[config.mk]
export PLATFORM = sky130hd
export DESIGN_NAME = wcs_wake_control
export DESIGN_NICKNAME = d
export VERILOG_FILES = /design/src/wcs_pkg.sv /design/src/wcs_tick_counter.sv /design/src/wcs_wake_control.sv
export SDC_FILE = /design/constraint.sdc
export NUM_CORES = 1
export LEC_CHECK = 0
export ABC_AREA = 0
export BUFFER_PORTS_ARGS = -buffer_cell sky130_fd_sc_hd__buf_2
export CAP_MARGIN = 20
export CORE_AREA = 4 4 133 135
export DETAILED_ROUTE_END_ITERATION = 8
export DIE_AREA = 0 0 137 139
export GPL_ROUTABILITY_DRIVEN = 0
export PLACE_DENSITY = 0.82
export SETUP_SLACK_MARGIN = 0.02
export SLEW_MARGIN = 20
export SYNTH_ARGS = -nofsm -noshare
export SYNTH_HDL_FRONTEND = slang
export SYNTH_HIERARCHICAL = 1
export SYNTH_SLANG_ARGS = --single-unit
[constraint.sdc]
create_clock -name clk -period 11.5 [get_ports clk]
set_clock_uncertainty 0.15 [all_clocks]
set_input_delay 1.15 -clock clk [delete_from_list [all_inputs] [get_ports clk]]
set_output_delay 1.15 -clock clk [all_outputs]
set_load 0.01 [all_outputs]
[src/wcs_pkg.sv]
// constants, types and helpers for the wake-up and cyclic sense controller
// Functional notes
// - a Normal mode request (mode value 0) while in Stop wakes the die.
// - a wake-up by Normal mode request sets no wake source flag.
// - core low voltage or external reset in Stop wakes into Reset mode.
// - that reset-caused wake records the low-voltage or external-reset flag.
// - in Sleep, main supply below power-on threshold enters Power On mode.
// - wake control bits 7-6 select cyclic sense: off, output 1, 2, both.
// - cyclic sense without input enables still pulses the output, detects none.
// - wake control bits 5-0 enable input wake-ups, all reset to one.
// - forced wake-up runs alongside every cyclic sense selection.
// - timing bits 7-4 nonzero force a wake every multiplier times period.
// - multiplier codes decode 0 off, then 1x, 2x, 4x, 8x ... 1024x.
// - multiplier codes 1100 and above act as 1024x.
// - period codes 1010 to 1111 act as 1000 ms.
// - source register: bit 7 forced, bit 6 LIN, bits 5-0 inputs.
// - reading the source register clears returned flags; writes do nothing.
// - a new Stop command needs the source register read after a wake.
// - cyclic sense off: any enabled input change wakes a low-power die.
// - cyclic sense on: change seen only between successive sense samples.
// - simultaneous forced and input wake reports only the forced wake.
// - Stop wake raises link interrupt and enters Normal; Sleep wake resets.
package wcs_pkg;

  localparam logic [7:0] WAKE_CONTROL_ADDR  = 8'h12;
  localparam logic [7:0] WAKE_TIMING_ADDR   = 8'h13;
  localparam logic [7:0] WAKE_SOURCE_ADDR   = 8'h14;
  localparam logic [7:0] RESET_STATUS_ADDR  = 8'h15;

  localparam logic [7:0] WAKE_CONTROL_RESET = 8'h3f;
  localparam logic [7:0] WAKE_TIMING_RESET  = 8'h00;

  localparam int          RESET_LVR_BIT     = 1;
  localparam int          RESET_EXR_BIT     = 4;

  localparam int          CNT_W             = 20;
  localparam int          BASE_CLK_HZ       = 100_000_000;
  localparam int          MS_PER_S          = 1000;
  localparam int          CYCLES_PER_MS     = BASE_CLK_HZ / MS_PER_S;
  // high-side on time before inputs are sampled
  localparam int          SENSE_ON_NS       = 80;
  localparam int          CLK_PERIOD_NS     = 10;
  localparam logic [3:0]  SENSE_ON_CYCLES   =
    4'((SENSE_ON_NS + CLK_PERIOD_NS - 1) / CLK_PERIOD_NS);

  typedef enum logic [1:0] {
    WCS_NORMAL = 2'b00,
    WCS_STOP   = 2'b01,
    WCS_SLEEP  = 2'b11,
    WCS_RESET  = 2'b10
  } wcs_mode_type;

  typedef struct packed {
    logic [1:0] cyclic_sense_select;
    logic [5:0] input_wake_enable;
  } wcs_control_type;

  typedef struct packed {
    logic [3:0] forced_wake_multiplier;
    logic [3:0] cyclic_sense_period;
  } wcs_timing_type;

  typedef struct packed {
    logic       forced_wake_flag;
    logic       lin_wake_flag;
    logic [5:0] input_wake_flag;
  } wcs_source_type;

  // cyclic sense period in ms
  function automatic logic [CNT_W-1:0] wcs_period_ms(input logic [3:0] code);
    logic [CNT_W-1:0] ms;
    ms = 20'h003e8;
    unique case (code)
      4'h0: ms = 20'h00001;
      4'h1: ms = 20'h00002;
      4'h2: ms = 20'h00005;
      4'h3: ms = 20'h0000a;
      4'h4: ms = 20'h00014;
      4'h5: ms = 20'h00032;
      4'h6: ms = 20'h00064;
      4'h7: ms = 20'h000c8;
      4'h8: ms = 20'h001f4;
      default: ms = 20'h003e8;
    endcase
    return ms;
  endfunction : wcs_period_ms

  // forced wake multiplier, in cyclic sense periods
  function automatic logic [CNT_W-1:0] wcs_multiplier(input logic [3:0] code);
    logic [CNT_W-1:0] m;
    m = 20'h00400;
    if (code < 4'hb) begin
      m = CNT_W'(20'h00001 << (code - 4'h1));
    end else begin
      m = 20'h00400;
    end
    return m;
  endfunction : wcs_multiplier

endpackage : wcs_pkg

[src/wcs_tick_counter.sv]
// free counter that pulses once every limit enabled cycles
`timescale 1ns/1ps
module wcs_tick_counter (
  input  wire logic                    clk,
  input  wire logic                    sys_rst,
  input  wire logic                    restart,
  input  wire logic                    enable,
  input  wire logic [wcs_pkg::CNT_W-1:0] limit,
  output logic                         tick
);

  logic [wcs_pkg::CNT_W-1:0] count;
  logic [wcs_pkg::CNT_W-1:0] next_count;

  always_comb begin
    next_count = count;
    tick       = 1'b0;
    if (restart) begin
      next_count = '0;
    end else if (enable) begin
      if (count + 1'b1 >= limit) begin
        next_count = '0;
        tick       = 1'b1;
      end else begin
        next_count = count + 1'b1;
      end
    end
  end

  always_ff @(posedge clk) begin
    if (sys_rst) begin
      count <= '0;
    end else begin
      count <= next_count;
    end
  end

endmodule : wcs_tick_counter

[src/wcs_wake_control.sv]
// wake-up sources, cyclic sense and forced wake-up of the low-power modes
`timescale 1ns/1ps
module wcs_wake_control #(
  parameter int TICKS_PER_MS = wcs_pkg::CYCLES_PER_MS
) (
  input  wire logic                  clk,
  input  wire logic                  sys_rst,
  input  wire logic [7:0]            reg_addr,
  input  wire logic                  reg_wr,
  input  wire logic                  reg_rd,
  input  wire logic [7:0]            reg_wdata,
  output logic [7:0]                 reg_rdata,
  input  wire logic                  mode_normal_req,
  input  wire logic                  mode_stop_req,
  input  wire logic                  mode_sleep_req,
  input  wire logic                  reset_done,
  input  wire logic [5:0]            wake_pin,
  input  wire logic                  lin_wake,
  input  wire logic                  core_low_voltage,
  input  wire logic                  external_reset,
  input  wire logic                  supply_below_por,
  output logic                       high_side_output_1,
  output logic                       high_side_output_2,
  output logic                       die_link_interrupt,
  output logic                       reset_entry,
  output logic                       power_on_entry,
  output logic                       stop_blocked,
  output wcs_pkg::wcs_mode_type      mode
);

  // two-stage synchronisers for the pin inputs
  logic [8:0] pin_meta;
  logic [8:0] pin_sync;
  logic [5:0] wake_pin_s;
  logic       low_volt_s;
  logic       ext_reset_s;
  logic       below_por_s;

  always_ff @(posedge clk) begin
    if (sys_rst) begin
      pin_meta <= '0;
      pin_sync <= '0;
    end else begin
      pin_meta <= {supply_below_por, external_reset, core_low_voltage,
                   wake_pin};
      pin_sync <= pin_meta;
    end
  end

  assign wake_pin_s  = pin_sync[5:0];
  assign low_volt_s  = pin_sync[6];
  assign ext_reset_s = pin_sync[7];
  assign below_por_s = pin_sync[8];

  // register and mode state
  wcs_pkg::wcs_control_type ctrl;
  wcs_pkg::wcs_control_type next_ctrl;
  wcs_pkg::wcs_timing_type  timing;
  wcs_pkg::wcs_timing_type  next_timing;
  wcs_pkg::wcs_source_type  source;
  wcs_pkg::wcs_source_type  next_source;
  logic                     lvr_flag;
  logic                     next_lvr_flag;
  logic                     exr_flag;
  logic                     next_exr_flag;
  logic [7:0]               next_reg_rdata;
  wcs_pkg::wcs_mode_type    next_mode;
  logic                     wake_unread;
  logic                     next_wake_unread;
  logic                     next_irq;
  logic                     next_reset_entry;
  logic                     next_power_on_entry;

  // cyclic sense state
  logic [3:0]               sense_cnt;
  logic [3:0]               next_sense_cnt;
  logic [5:0]               last_sample;
  logic [5:0]               next_last_sample;
  logic                     have_sample;
  logic                     next_have_sample;
  logic                     hs_on;
  logic                     next_hs_on;

  logic                     low_power;
  logic                     ms_tick;
  logic                     sense_tick;
  logic                     forced_tick;
  logic                     forced_on;
  logic                     sample_now;
  logic [5:0]               input_change;
  logic                     any_wake;
  logic                     read_source;
  logic                     read_reset;

  assign low_power   = (mode == wcs_pkg::WCS_STOP) ||
                       (mode == wcs_pkg::WCS_SLEEP);
  assign forced_on   = timing.forced_wake_multiplier != 4'h0;
  assign read_source = reg_rd && reg_addr == wcs_pkg::WAKE_SOURCE_ADDR;
  assign read_reset  = reg_rd && reg_addr == wcs_pkg::RESET_STATUS_ADDR;

  // period generation from the base clock
  wcs_tick_counter u_ms_counter (
    .clk     (clk),
    .sys_rst (sys_rst),
    .restart (!low_power),
    .enable  (1'b1),
    .limit   (wcs_pkg::CNT_W'(TICKS_PER_MS)),
    .tick    (ms_tick)
  );

  wcs_tick_counter u_sense_counter (
    .clk     (clk),
    .sys_rst (sys_rst),
    .restart (!low_power),
    .enable  (ms_tick),
    .limit   (wcs_pkg::wcs_period_ms(timing.cyclic_sense_period)),
    .tick    (sense_tick)
  );

  wcs_tick_counter u_forced_counter (
    .clk     (clk),
    .sys_rst (sys_rst),
    .restart (!low_power || !forced_on),
    .enable  (sense_tick),
    .limit   (wcs_pkg::wcs_multiplier(timing.forced_wake_multiplier)),
    .tick    (forced_tick)
  );

  // cyclic sense switching and input change detection
  always_comb begin
    next_sense_cnt   = sense_cnt;
    next_last_sample = last_sample;
    next_have_sample = have_sample;
    next_hs_on       = 1'b0;
    sample_now       = 1'b0;
    input_change     = '0;
    if (!low_power) begin
      next_sense_cnt   = '0;
      next_have_sample = 1'b0;
      next_last_sample = wake_pin_s;
    end else if (ctrl.cyclic_sense_select == 2'b00) begin
      // continuous watch against the level sampled in the previous cycle
      input_change     = (wake_pin_s ^ last_sample) &
                         ctrl.input_wake_enable;
      next_last_sample = wake_pin_s;
    end else begin
      if (sense_tick) begin
        next_sense_cnt = wcs_pkg::SENSE_ON_CYCLES;
        next_hs_on     = 1'b1;
      end else if (sense_cnt != 4'h0) begin
        next_sense_cnt = sense_cnt - 4'h1;
        next_hs_on     = sense_cnt != 4'h1;
        sample_now     = sense_cnt == 4'h1;
      end
      if (sample_now) begin
        next_last_sample = wake_pin_s;
        next_have_sample = 1'b1;
        if (have_sample) begin
          input_change = (wake_pin_s ^ last_sample) &
                         ctrl.input_wake_enable;
        end
      end
    end
  end

  always_ff @(posedge clk) begin
    if (sys_rst) begin
      sense_cnt   <= '0;
      last_sample <= '0;
      have_sample <= 1'b0;
      hs_on       <= 1'b0;
    end else begin
      sense_cnt   <= next_sense_cnt;
      last_sample <= next_last_sample;
      have_sample <= next_have_sample;
      hs_on       <= next_hs_on;
    end
  end

  assign high_side_output_1 = hs_on && ctrl.cyclic_sense_select[0];
  assign high_side_output_2 = hs_on && ctrl.cyclic_sense_select[1];

  // mode sequencing, wake sources and register file
  always_comb begin
    next_mode           = mode;
    next_ctrl           = ctrl;
    next_timing         = timing;
    next_source         = source;
    next_lvr_flag       = lvr_flag;
    next_exr_flag       = exr_flag;
    next_wake_unread    = wake_unread;
    next_irq            = 1'b0;
    next_reset_entry    = 1'b0;
    next_power_on_entry = 1'b0;
    next_reg_rdata      = reg_rdata;
    any_wake            = low_power &&
                          (forced_tick || lin_wake || input_change != '0);

    if (reg_rd) begin
      unique case (reg_addr)
        wcs_pkg::WAKE_CONTROL_ADDR: next_reg_rdata = ctrl;
        wcs_pkg::WAKE_TIMING_ADDR:  next_reg_rdata = timing;
        wcs_pkg::WAKE_SOURCE_ADDR:  next_reg_rdata = source;
        wcs_pkg::RESET_STATUS_ADDR: begin
          next_reg_rdata = '0;
          next_reg_rdata[wcs_pkg::RESET_LVR_BIT] = lvr_flag;
          next_reg_rdata[wcs_pkg::RESET_EXR_BIT] = exr_flag;
        end
        default: next_reg_rdata = 8'h00;
      endcase
    end
    if (reg_wr && reg_addr == wcs_pkg::WAKE_CONTROL_ADDR) begin
      next_ctrl = reg_wdata;
    end
    if (reg_wr && reg_addr == wcs_pkg::WAKE_TIMING_ADDR) begin
      next_timing = reg_wdata;
    end

    // read clears only what it returned; a new event still lands
    if (read_source) begin
      next_source      = '0;
      next_wake_unread = 1'b0;
    end
    if (read_reset) begin
      next_lvr_flag = 1'b0;
      next_exr_flag = 1'b0;
    end

    unique case (mode)
      wcs_pkg::WCS_NORMAL: begin
        if (mode_stop_req && !wake_unread) begin
          next_mode = wcs_pkg::WCS_STOP;
        end else if (mode_sleep_req && !wake_unread) begin
          next_mode = wcs_pkg::WCS_SLEEP;
        end
      end
      wcs_pkg::WCS_STOP: begin
        if (low_volt_s || ext_reset_s) begin
          next_mode        = wcs_pkg::WCS_RESET;
          next_reset_entry = 1'b1;
          if (low_volt_s) begin
            next_lvr_flag = 1'b1;
          end
          if (ext_reset_s) begin
            next_exr_flag = 1'b1;
          end
        end else if (mode_normal_req) begin
          next_mode = wcs_pkg::WCS_NORMAL;
        end else if (any_wake) begin
          next_mode = wcs_pkg::WCS_NORMAL;
          next_irq  = 1'b1;
        end
      end
      wcs_pkg::WCS_SLEEP: begin
        if (below_por_s) begin
          next_mode           = wcs_pkg::WCS_RESET;
          next_power_on_entry = 1'b1;
        end else if (any_wake) begin
          next_mode        = wcs_pkg::WCS_RESET;
          next_reset_entry = 1'b1;
        end
      end
      wcs_pkg::WCS_RESET: begin
        next_ctrl   = wcs_pkg::WAKE_CONTROL_RESET;
        next_timing = wcs_pkg::WAKE_TIMING_RESET;
        if (reset_done) begin
          next_mode = wcs_pkg::WCS_NORMAL;
        end
      end
    endcase

    if (any_wake && !((mode == wcs_pkg::WCS_STOP) &&
        (low_volt_s || ext_reset_s || mode_normal_req)) &&
        !((mode == wcs_pkg::WCS_SLEEP) && below_por_s)) begin
      next_wake_unread = 1'b1;
      if (forced_tick) begin
        next_source.forced_wake_flag = 1'b1;
      end else begin
        next_source.lin_wake_flag   = next_source.lin_wake_flag | lin_wake;
        next_source.input_wake_flag = next_source.input_wake_flag |
                                      input_change;
      end
    end
  end

  always_ff @(posedge clk) begin
    if (sys_rst) begin
      mode           <= wcs_pkg::WCS_NORMAL;
      ctrl           <= wcs_pkg::WAKE_CONTROL_RESET;
      timing         <= wcs_pkg::WAKE_TIMING_RESET;
      source         <= '0;
      lvr_flag       <= 1'b0;
      exr_flag       <= 1'b0;
      wake_unread    <= 1'b0;
      die_link_interrupt <= 1'b0;
      reset_entry    <= 1'b0;
      power_on_entry <= 1'b0;
      reg_rdata      <= '0;
    end else begin
      mode           <= next_mode;
      ctrl           <= next_ctrl;
      timing         <= next_timing;
      source         <= next_source;
      lvr_flag       <= next_lvr_flag;
      exr_flag       <= next_exr_flag;
      wake_unread    <= next_wake_unread;
      die_link_interrupt <= next_irq;
      reset_entry    <= next_reset_entry;
      power_on_entry <= next_power_on_entry;
      reg_rdata      <= next_reg_rdata;
    end
  end

  assign stop_blocked = wake_unread;

endmodule : wcs_wake_control

# Yosys cells after proc, flatten, opt, wreduce, memory -nomap -nowiden
# Memories as Yosys holds them, arrays and structs flattened. A register that Yosys moved wholly into a read port is not among the register bits.
# Cells that the tools add are included.
[totals]
ff_bits = 130
wordCells = 155
mem_bits_ro = 160
inputBits = 34
mem_count = 1
[memory_table]
columns = ["name", "depth", "width", "read_ports", "rd_ports_with_merged_regs", "write_ports", "line", "rtl"]
rows = [
  ["(no name shown)", 16, 10, 1, 1, 0, "wcs_pkg.sv:73", "unique case (code)"],
]
[classes]
shift = 1
addsub = 5
n_reduce_logical = 41
bitwise_logic = 8
n_eq_ne = 14
muxes = 57
magnitude_cmp = 4
[ops]
columns = ["op", "n"]
rows = [
  ["adder 20 x 1 -> 20 bit (second input constant)", 3],
  ["two-way mux 20 bit", 3],
  ["two-way mux 6 bit", 7],
  ["greater-or-equal comparator 20 bit", 2],
  ["equality test 8 x 5 -> 1 bit (second input constant)", 4],
  ["one-hot mux 8 bit (4 select lines)", 1],
  ["two-way mux 1 bit", 29],
  ["greater-or-equal comparator 20 x 17 -> 1 bit (second input constant)", 1],
  ["left shift 1 x 4 -> 20 bit (first input constant)", 1],
  ["two-way mux 2 bit", 8],
  ["two-way mux 4 bit", 4],
  ["two-way mux 8 bit", 2],
  ["logical AND 1 bit", 13],
  ["one-hot mux 2 bit (4 select lines)", 1],
  ["nonzero test 4 bit", 2],
  ["OR reduction 2 bit", 4],
  ["subtractor 4 x 1 -> 4 bit (second input constant)", 2],
  ["two-way mux 7 bit", 1],
  ["AND 6 bit", 1],
  ["logical OR 1 bit", 6],
  ["inequality test 3 bit (second input constant)", 2],
  ["bitwise OR 6 bit", 1],
  ["nonzero test 6 bit", 1],
  ["OR reduction 3 bit", 2],
  ["18 further kinds", 29],
]

# Longest topological paths before layout
[logic_depth]
word_depth = 19
depth_mapped = 23
depth_no_buf = 18

# By module
# Netlist, hierarchy kept.
[modules_own_cells]
columns = ["mod", "seq_area_each_um2", "area_per_inst_um2", "cells_each", "instances"]
rows = [
  ["wcs_tick_counter", 400.4, 1835.5, 222, 3],
  ["wcs_wake_control", 1601.5, 3495.9, 373, 1],
]

# Least setup slack after synthesis
# OpenSTA, ideal clock, no wires.
[synth_timing]
path_kind = "register -> register"
from = "register u_ms_counter/count[0] (netlist bit)"
to = "register source[0] (netlist bit)"
path_slack_ps = 5670
stages_incl_launch_ff = 24
arrival_time_ps = 5552
period_less_slack_ps = 5830
path_buffers = 6
cell_sequence = "dfxtp_1 -> ha_1 -> nand4_1 -> nor2_1 -> and3_1 -> nand3_1 -> xnor2_1 -> ha_1 -> nand4_1 -> or2_1 -> nor2_1 -> a2111oi_4 -> buf_6 -> buf_12 -> nor3b_1 -> clkbuf_1 -> buf_2 -> nor3b_1 -> clkbuf_1 -> buf_2 -> nor3b_1 -> nor3_1 -> a32oi_1 -> nor2_1"
[synth_via]
word_cells_on_any_way = 23
[synth_rtl]
columns = ["item", "line", "rtl"]
rows = [
  ["start, declared", "wcs_tick_counter.sv:12", "logic [wcs_pkg::CNT_W-1:0] count;"],
  ["start signal, assigned", "wcs_tick_counter.sv:34", "count <= next_count;"],
  ["adder 20 x 1 -> 20 bit *", "wcs_tick_counter.sv:21", "if (count + 1'b1 >= limit) begin"],
  ["greater-or-equal comparator 20 x 17 -> 1 bit *", "wcs_tick_counter.sv:21", ""],
  ["two-way mux 1 bit *", "wcs_tick_counter.sv:21", ""],
  ["two-way mux 1 bit *", "wcs_tick_counter.sv:18", "if (restart) begin"],
  ["via ms_tick", "wcs_wake_control.sv:85", "logic ms_tick;"],
  ["two-way mux 1 bit *", "wcs_tick_counter.sv:20", "end else if (enable) begin"],
  ["two-way mux 1 bit *", "wcs_tick_counter.sv:18", ""],
  ["via sense_tick", "wcs_wake_control.sv:86", "logic sense_tick;"],
  ["two-way mux 1 bit *", "wcs_tick_counter.sv:20", ""],
  ["two-way mux 1 bit *", "wcs_tick_counter.sv:18", ""],
  ["via forced_tick", "wcs_wake_control.sv:87", "logic forced_tick;"],
  ["logical OR 1 bit (2 in a row)", "wcs_wake_control.sv:197", "(forced_tick || lin_wake || input_change != '0);"],
  ["logical AND 1 bit", "wcs_wake_control.sv:196", "any_wake = low_power &&"],
  ["logical AND 1 bit", "wcs_wake_control.sv:272", "if (any_wake && !((mode == wcs_pkg::WCS_STOP) &&"],
  ["logical AND 1 bit", "wcs_wake_control.sv:273", "(low_volt_s || ext_reset_s || mode_normal_req)) &&"],
  ["two-way mux 8 bit *", "wcs_wake_control.sv:272", ""],
  ["end signal, assigned", "wcs_wake_control.sv:303", "source <= next_source;"],
  ["end, declared", "wcs_wake_control.sv:60", "wcs_pkg::wcs_source_type source;"],
]
# The timed path passes the listed nets; every way through them passes the cells marked *. The select of a mux whose other input is x is not followed.
# A chain may end at the register's enable or synchronous reset.

# Final worst setup path
# Same ends and word-level chain as after synthesis.

==> impl_metrics.csv <==
group,metric,value,unit
logic_synthesis,synth_edf_count,0,
global_route,overflow,0,
timing,finalSetupTns,0,ns
drt,ant_nets,0,
setup_path,critical_path.startpoint_type,"register",
drt,drt_iter0_drc,460,
logic_synthesis,ys_seq_area_share,31.13,%
global_route,grtUsageTotal,20.33,%
setup_path,critical_path.top_delay_family,"simple AND/OR/NAND/NOR gates",
cts,clk_pin_slew_worst_paths,0.07,ns
logic_synthesis,yosysWarnings,6,
setup_path,required,11.63,ns
floorplanning,coreArea,16470,µm²
finish,nets,1212,
drt,route.detailed.drc,0,
logic_synthesis,synthDistinctLibCells,67,
cts,cts.path.max_buffers,2,
cts,htree_levels,4,
cts,holdBufCountCts,0,
global_route,grt_pass1_wl,32530,µm
cts,clock_sinks,140,
logic_synthesis,syn-cell-area,9002,µm²
drt,wl_per_cell,14.42,µm
finish,layout-drive-gt1-share,14.02,%
timing,setup_viol,0,
setup_path,arrival,5.92,ns
timing,fmax,173.0,MHz
drt,viasPerCell,5.591,
setup_path,path_class,"reg -> reg",
logic_synthesis,avgSynthCellArea,8.664,µm²
cts,post-cts-setup-buffers,0,
cts,insertion_delay,0.43,ns
timing,hold_viol_final,0,
setup_path,path_buf_inv,3,
logic_synthesis,synth_flop_cell,"dfxtp_1",
setup_path,crit_top_cell,"buf_4",
power,powerDensity,116.0,nW/µm²
placement,dp.cells,1308,
power,comb_power_share,8.4,%
finish,final_common_cell,"dfxtp_1",
cts,cts_resized,0,
setup_path,end_kind,"register",
finish,area_growth,11.97,%
drt,finalWirelength,19330,µm
outcome,status,"finished clean",
power,vdd_drop_max,0.1001,mV
logic_synthesis,syn_inst,1039,
logic_synthesis,synth_seq_cells,140,
floorplanning,die_x,137,µm
placement,dp_hpwl,13370,µm
timing,rsz0062_at_grt,"no",
cts,root_buffer,"clkbuf_16",
global_route,grt_pass1_vias,7034,
logic_synthesis,async_flop_share,0,%
power,p_leak,3.922,nW
hold_path,hp-class,"reg -> reg",
setup_path,r2r_slack,5.72,ns
cts,cts_buffers,17,
setup_path,path_cells,"ha_1 > nand4_1 > nor2_1 > and3_1 > nand3_1 > xnor2_1 > ha_1 > nand4_1 > or2_1 > a21oi_1 > a2111oi_4 > buf_4 > nor3b_2 > buf_4 > nor3b_2 > buf_4 > nor3b_1 > nor3_1 > a32oi_1 > nor2_1",
global_route,antenna_found_initial,1,
timing,min_period,5.781,ns
power,clkPwrFrac,48.4,%
cts,cts_tree,"yes",
power,seq_power_share,43.2,%
floorplanning,start_util,54.67,%
power,p_int,0.8437,mW
power,p_sw_share,27.86,%
drt,drt_pass1_iterations,5,
finish,diodes,0,
power,p_sw,0.3258,mW
timing,slew_violations,0,
drt,vias,7492,
timing,tightestPinTransition,0.8755,ns
setup_path,crit_fanout,47,
finish,layout_common_cells,"140 x dfxtp_1, 73 x inv_1, 71 x ha_1",
global_route,grt_max_degree,52,
floorplanning,pin_count,50,
finish,instances_no_fill,1340,
timing,fin_crit_sh,50.27,%
timing,relSlewSlack,41.63,%
flow_run,cap_viol_max_count,0,
floorplanning,row_count,47,
floorplanning,die_h,139,µm
power,fin_total_pwr,1.170,mW
setup_path,crit_path_max_incr_delay,0.59,ns
setup_path,slowest_stage,"nor3b_1",
floorplanning,dieArea,19040,µm²
placement,io_buffers,49,
## worst register-to-register path, cell delays in order, from the launching register on
cell	delay (ns)
dfxtp_1	0.42
ha_1	0.28
nand4_1	0.17
nor2_1	0.39
and3_1	0.31
nand3_1	0.15
xnor2_1	0.16
ha_1	0.29
nand4_1	0.10
or2_1	0.26
a21oi_1	0.24
a2111oi_4	0.05
buf_4	0.28
nor3b_2	0.19
buf_4	0.35
nor3b_2	0.23
buf_4	0.39
nor3b_1	0.60
nor3_1	0.27
a32oi_1	0.29
nor2_1	0.06
## final timing paths
path / depth (start not counted) / from / endpoint
setup / recovery: 20 / u_ms_counter/count[0]$_SDFFE_PP0P_ / source[0]$_SDFF_PP0_
hold / removal: 1 / pin_meta[8]$_SDFF_PP0_ / pin_sync[8]$_SDFF_PP0_
setup reg to reg: 20 / u_ms_counter/count[0]$_SDFFE_PP0P_ / source[0]$_SDFF_PP0_
hold reg to reg: 1 / pin_meta[8]$_SDFF_PP0_ / pin_sync[8]$_SDFF_PP0_
## area by class of cell
cell class / count / area (µm²)
Clock buffer: 17 / 425.4
Clock inverter: 15 / 190.2
Fill cell: 1421 / 6386
Inverter: 73 / 274.0
Multi-Input combinational cell: 820 / 5822
Sequential cell: 140 / 2803
Tap cell: 220 / 275.3
Timing Repair Buffer: 55 / 290.3
## through the flow
step                      util [%]  hold slack (ns)  area, µm²  setup slack, ns
after floorplan                  -           0.2638       9156            5.670
after global placement       57.45           0.2668       9459            6.104
after detailed placement     57.45           0.2737       9459            5.887
after CTS                    61.19           0.2894      10070            5.773
after global routing         61.22           0.2971      10080            5.320
final                        61.22           0.2866      10080            5.719
## sequential cells by signal (all words and copies together), names as in the netlist, 2 cells and up, named ones only
signal                  flops
pin_meta                    9
mode                        2
u_forced_counter/count     20
last_sample                 6
u_ms_counter/count         20
reg_rdata                   8
sense_cnt                   4
source                      8
ctrl                        8
pin_sync                    9
u_sense_counter/count      20
timing                      8
## power groups by stage
stage | combinational [mW] | clock, mW | sequential, mW
5_1_grt | 0.109 | 0.597 | 0.507
3_5_place_dp | 0.0950 | 0 | 0.516
3_3_place_gp | 0.0928 | 0 | 0.516
4_1_cts | 0.0959 | 0.576 | 0.505
2_1_floorplan | 0.0719 | 0 | 0.511
6_report | 0.0983 | 0.566 | 0.505
## per-layer routing
layer	wire (µm)	part of all wire, %	vias up	global-route usage (%)
met3	670	3.5	31	3.665
li1	-	-	3793	-
met4	372	1.9	2	7.195
met1	8933	46	3531	26.88
met5	19	0.098	-	0
met2	9332	48	135	33.15
## cells in the mapped netlist, drive strengths merged, types with 2 or more instances
cell | instances | area, µm²
a32oi | 6 | 52.55
nand4b | 12 | 105.1
mux2 | 2 | 22.52
a211o | 4 | 35.03
buf | 20 | 171.4
a2111oi | 3 | 82.58
inv | 73 | 274.0
nand4 | 17 | 106.4
and4 | 15 | 131.4
xnor2 | 27 | 236.5
o211ai | 3 | 22.52
a21oi | 66 | 382.9
o2bb2ai | 6 | 52.55
mux2i | 23 | 230.2
and2 | 6 | 37.54
nand3b | 18 | 147.6
ha | 71 | 888.4
nand4bb | 7 | 78.83
xor2 | 34 | 297.8
o31ai | 9 | 101.4
a21o | 9 | 67.56
conb | 2 | 7.510
dfxtp | 140 | 2803
o21a | 6 | 45.04
a31oi | 36 | 244.0
nor4 | 3 | 18.77
nand3 | 76 | 430.4
nand2b | 69 | 431.7
nor2 | 72 | 275.3
clkbuf | 27 | 101.4
nor4b | 6 | 67.56
nand2 | 51 | 214.0
nor3 | 17 | 111.4
or2 | 10 | 62.56
o21ai | 16 | 102.6
nor3b | 16 | 125.1
nor2b | 26 | 162.7
and3 | 4 | 25.02
or3 | 2 | 12.51
a22oi | 21 | 157.7
## kinds of logic after synthesis
family / synth area share [%]
adder cells (fa/ha/maj): 9.868
buffers and inverters: 6.074
AND/OR/NAND/NOR: 28.76
flip-flops: 31.13
multiplexers: 2.807
other: 0.08342
AO/OA/AOI/OAI: 15.34
XOR/XNOR: 5.935
No activity file was read; power rests on OpenSTA's default activity.
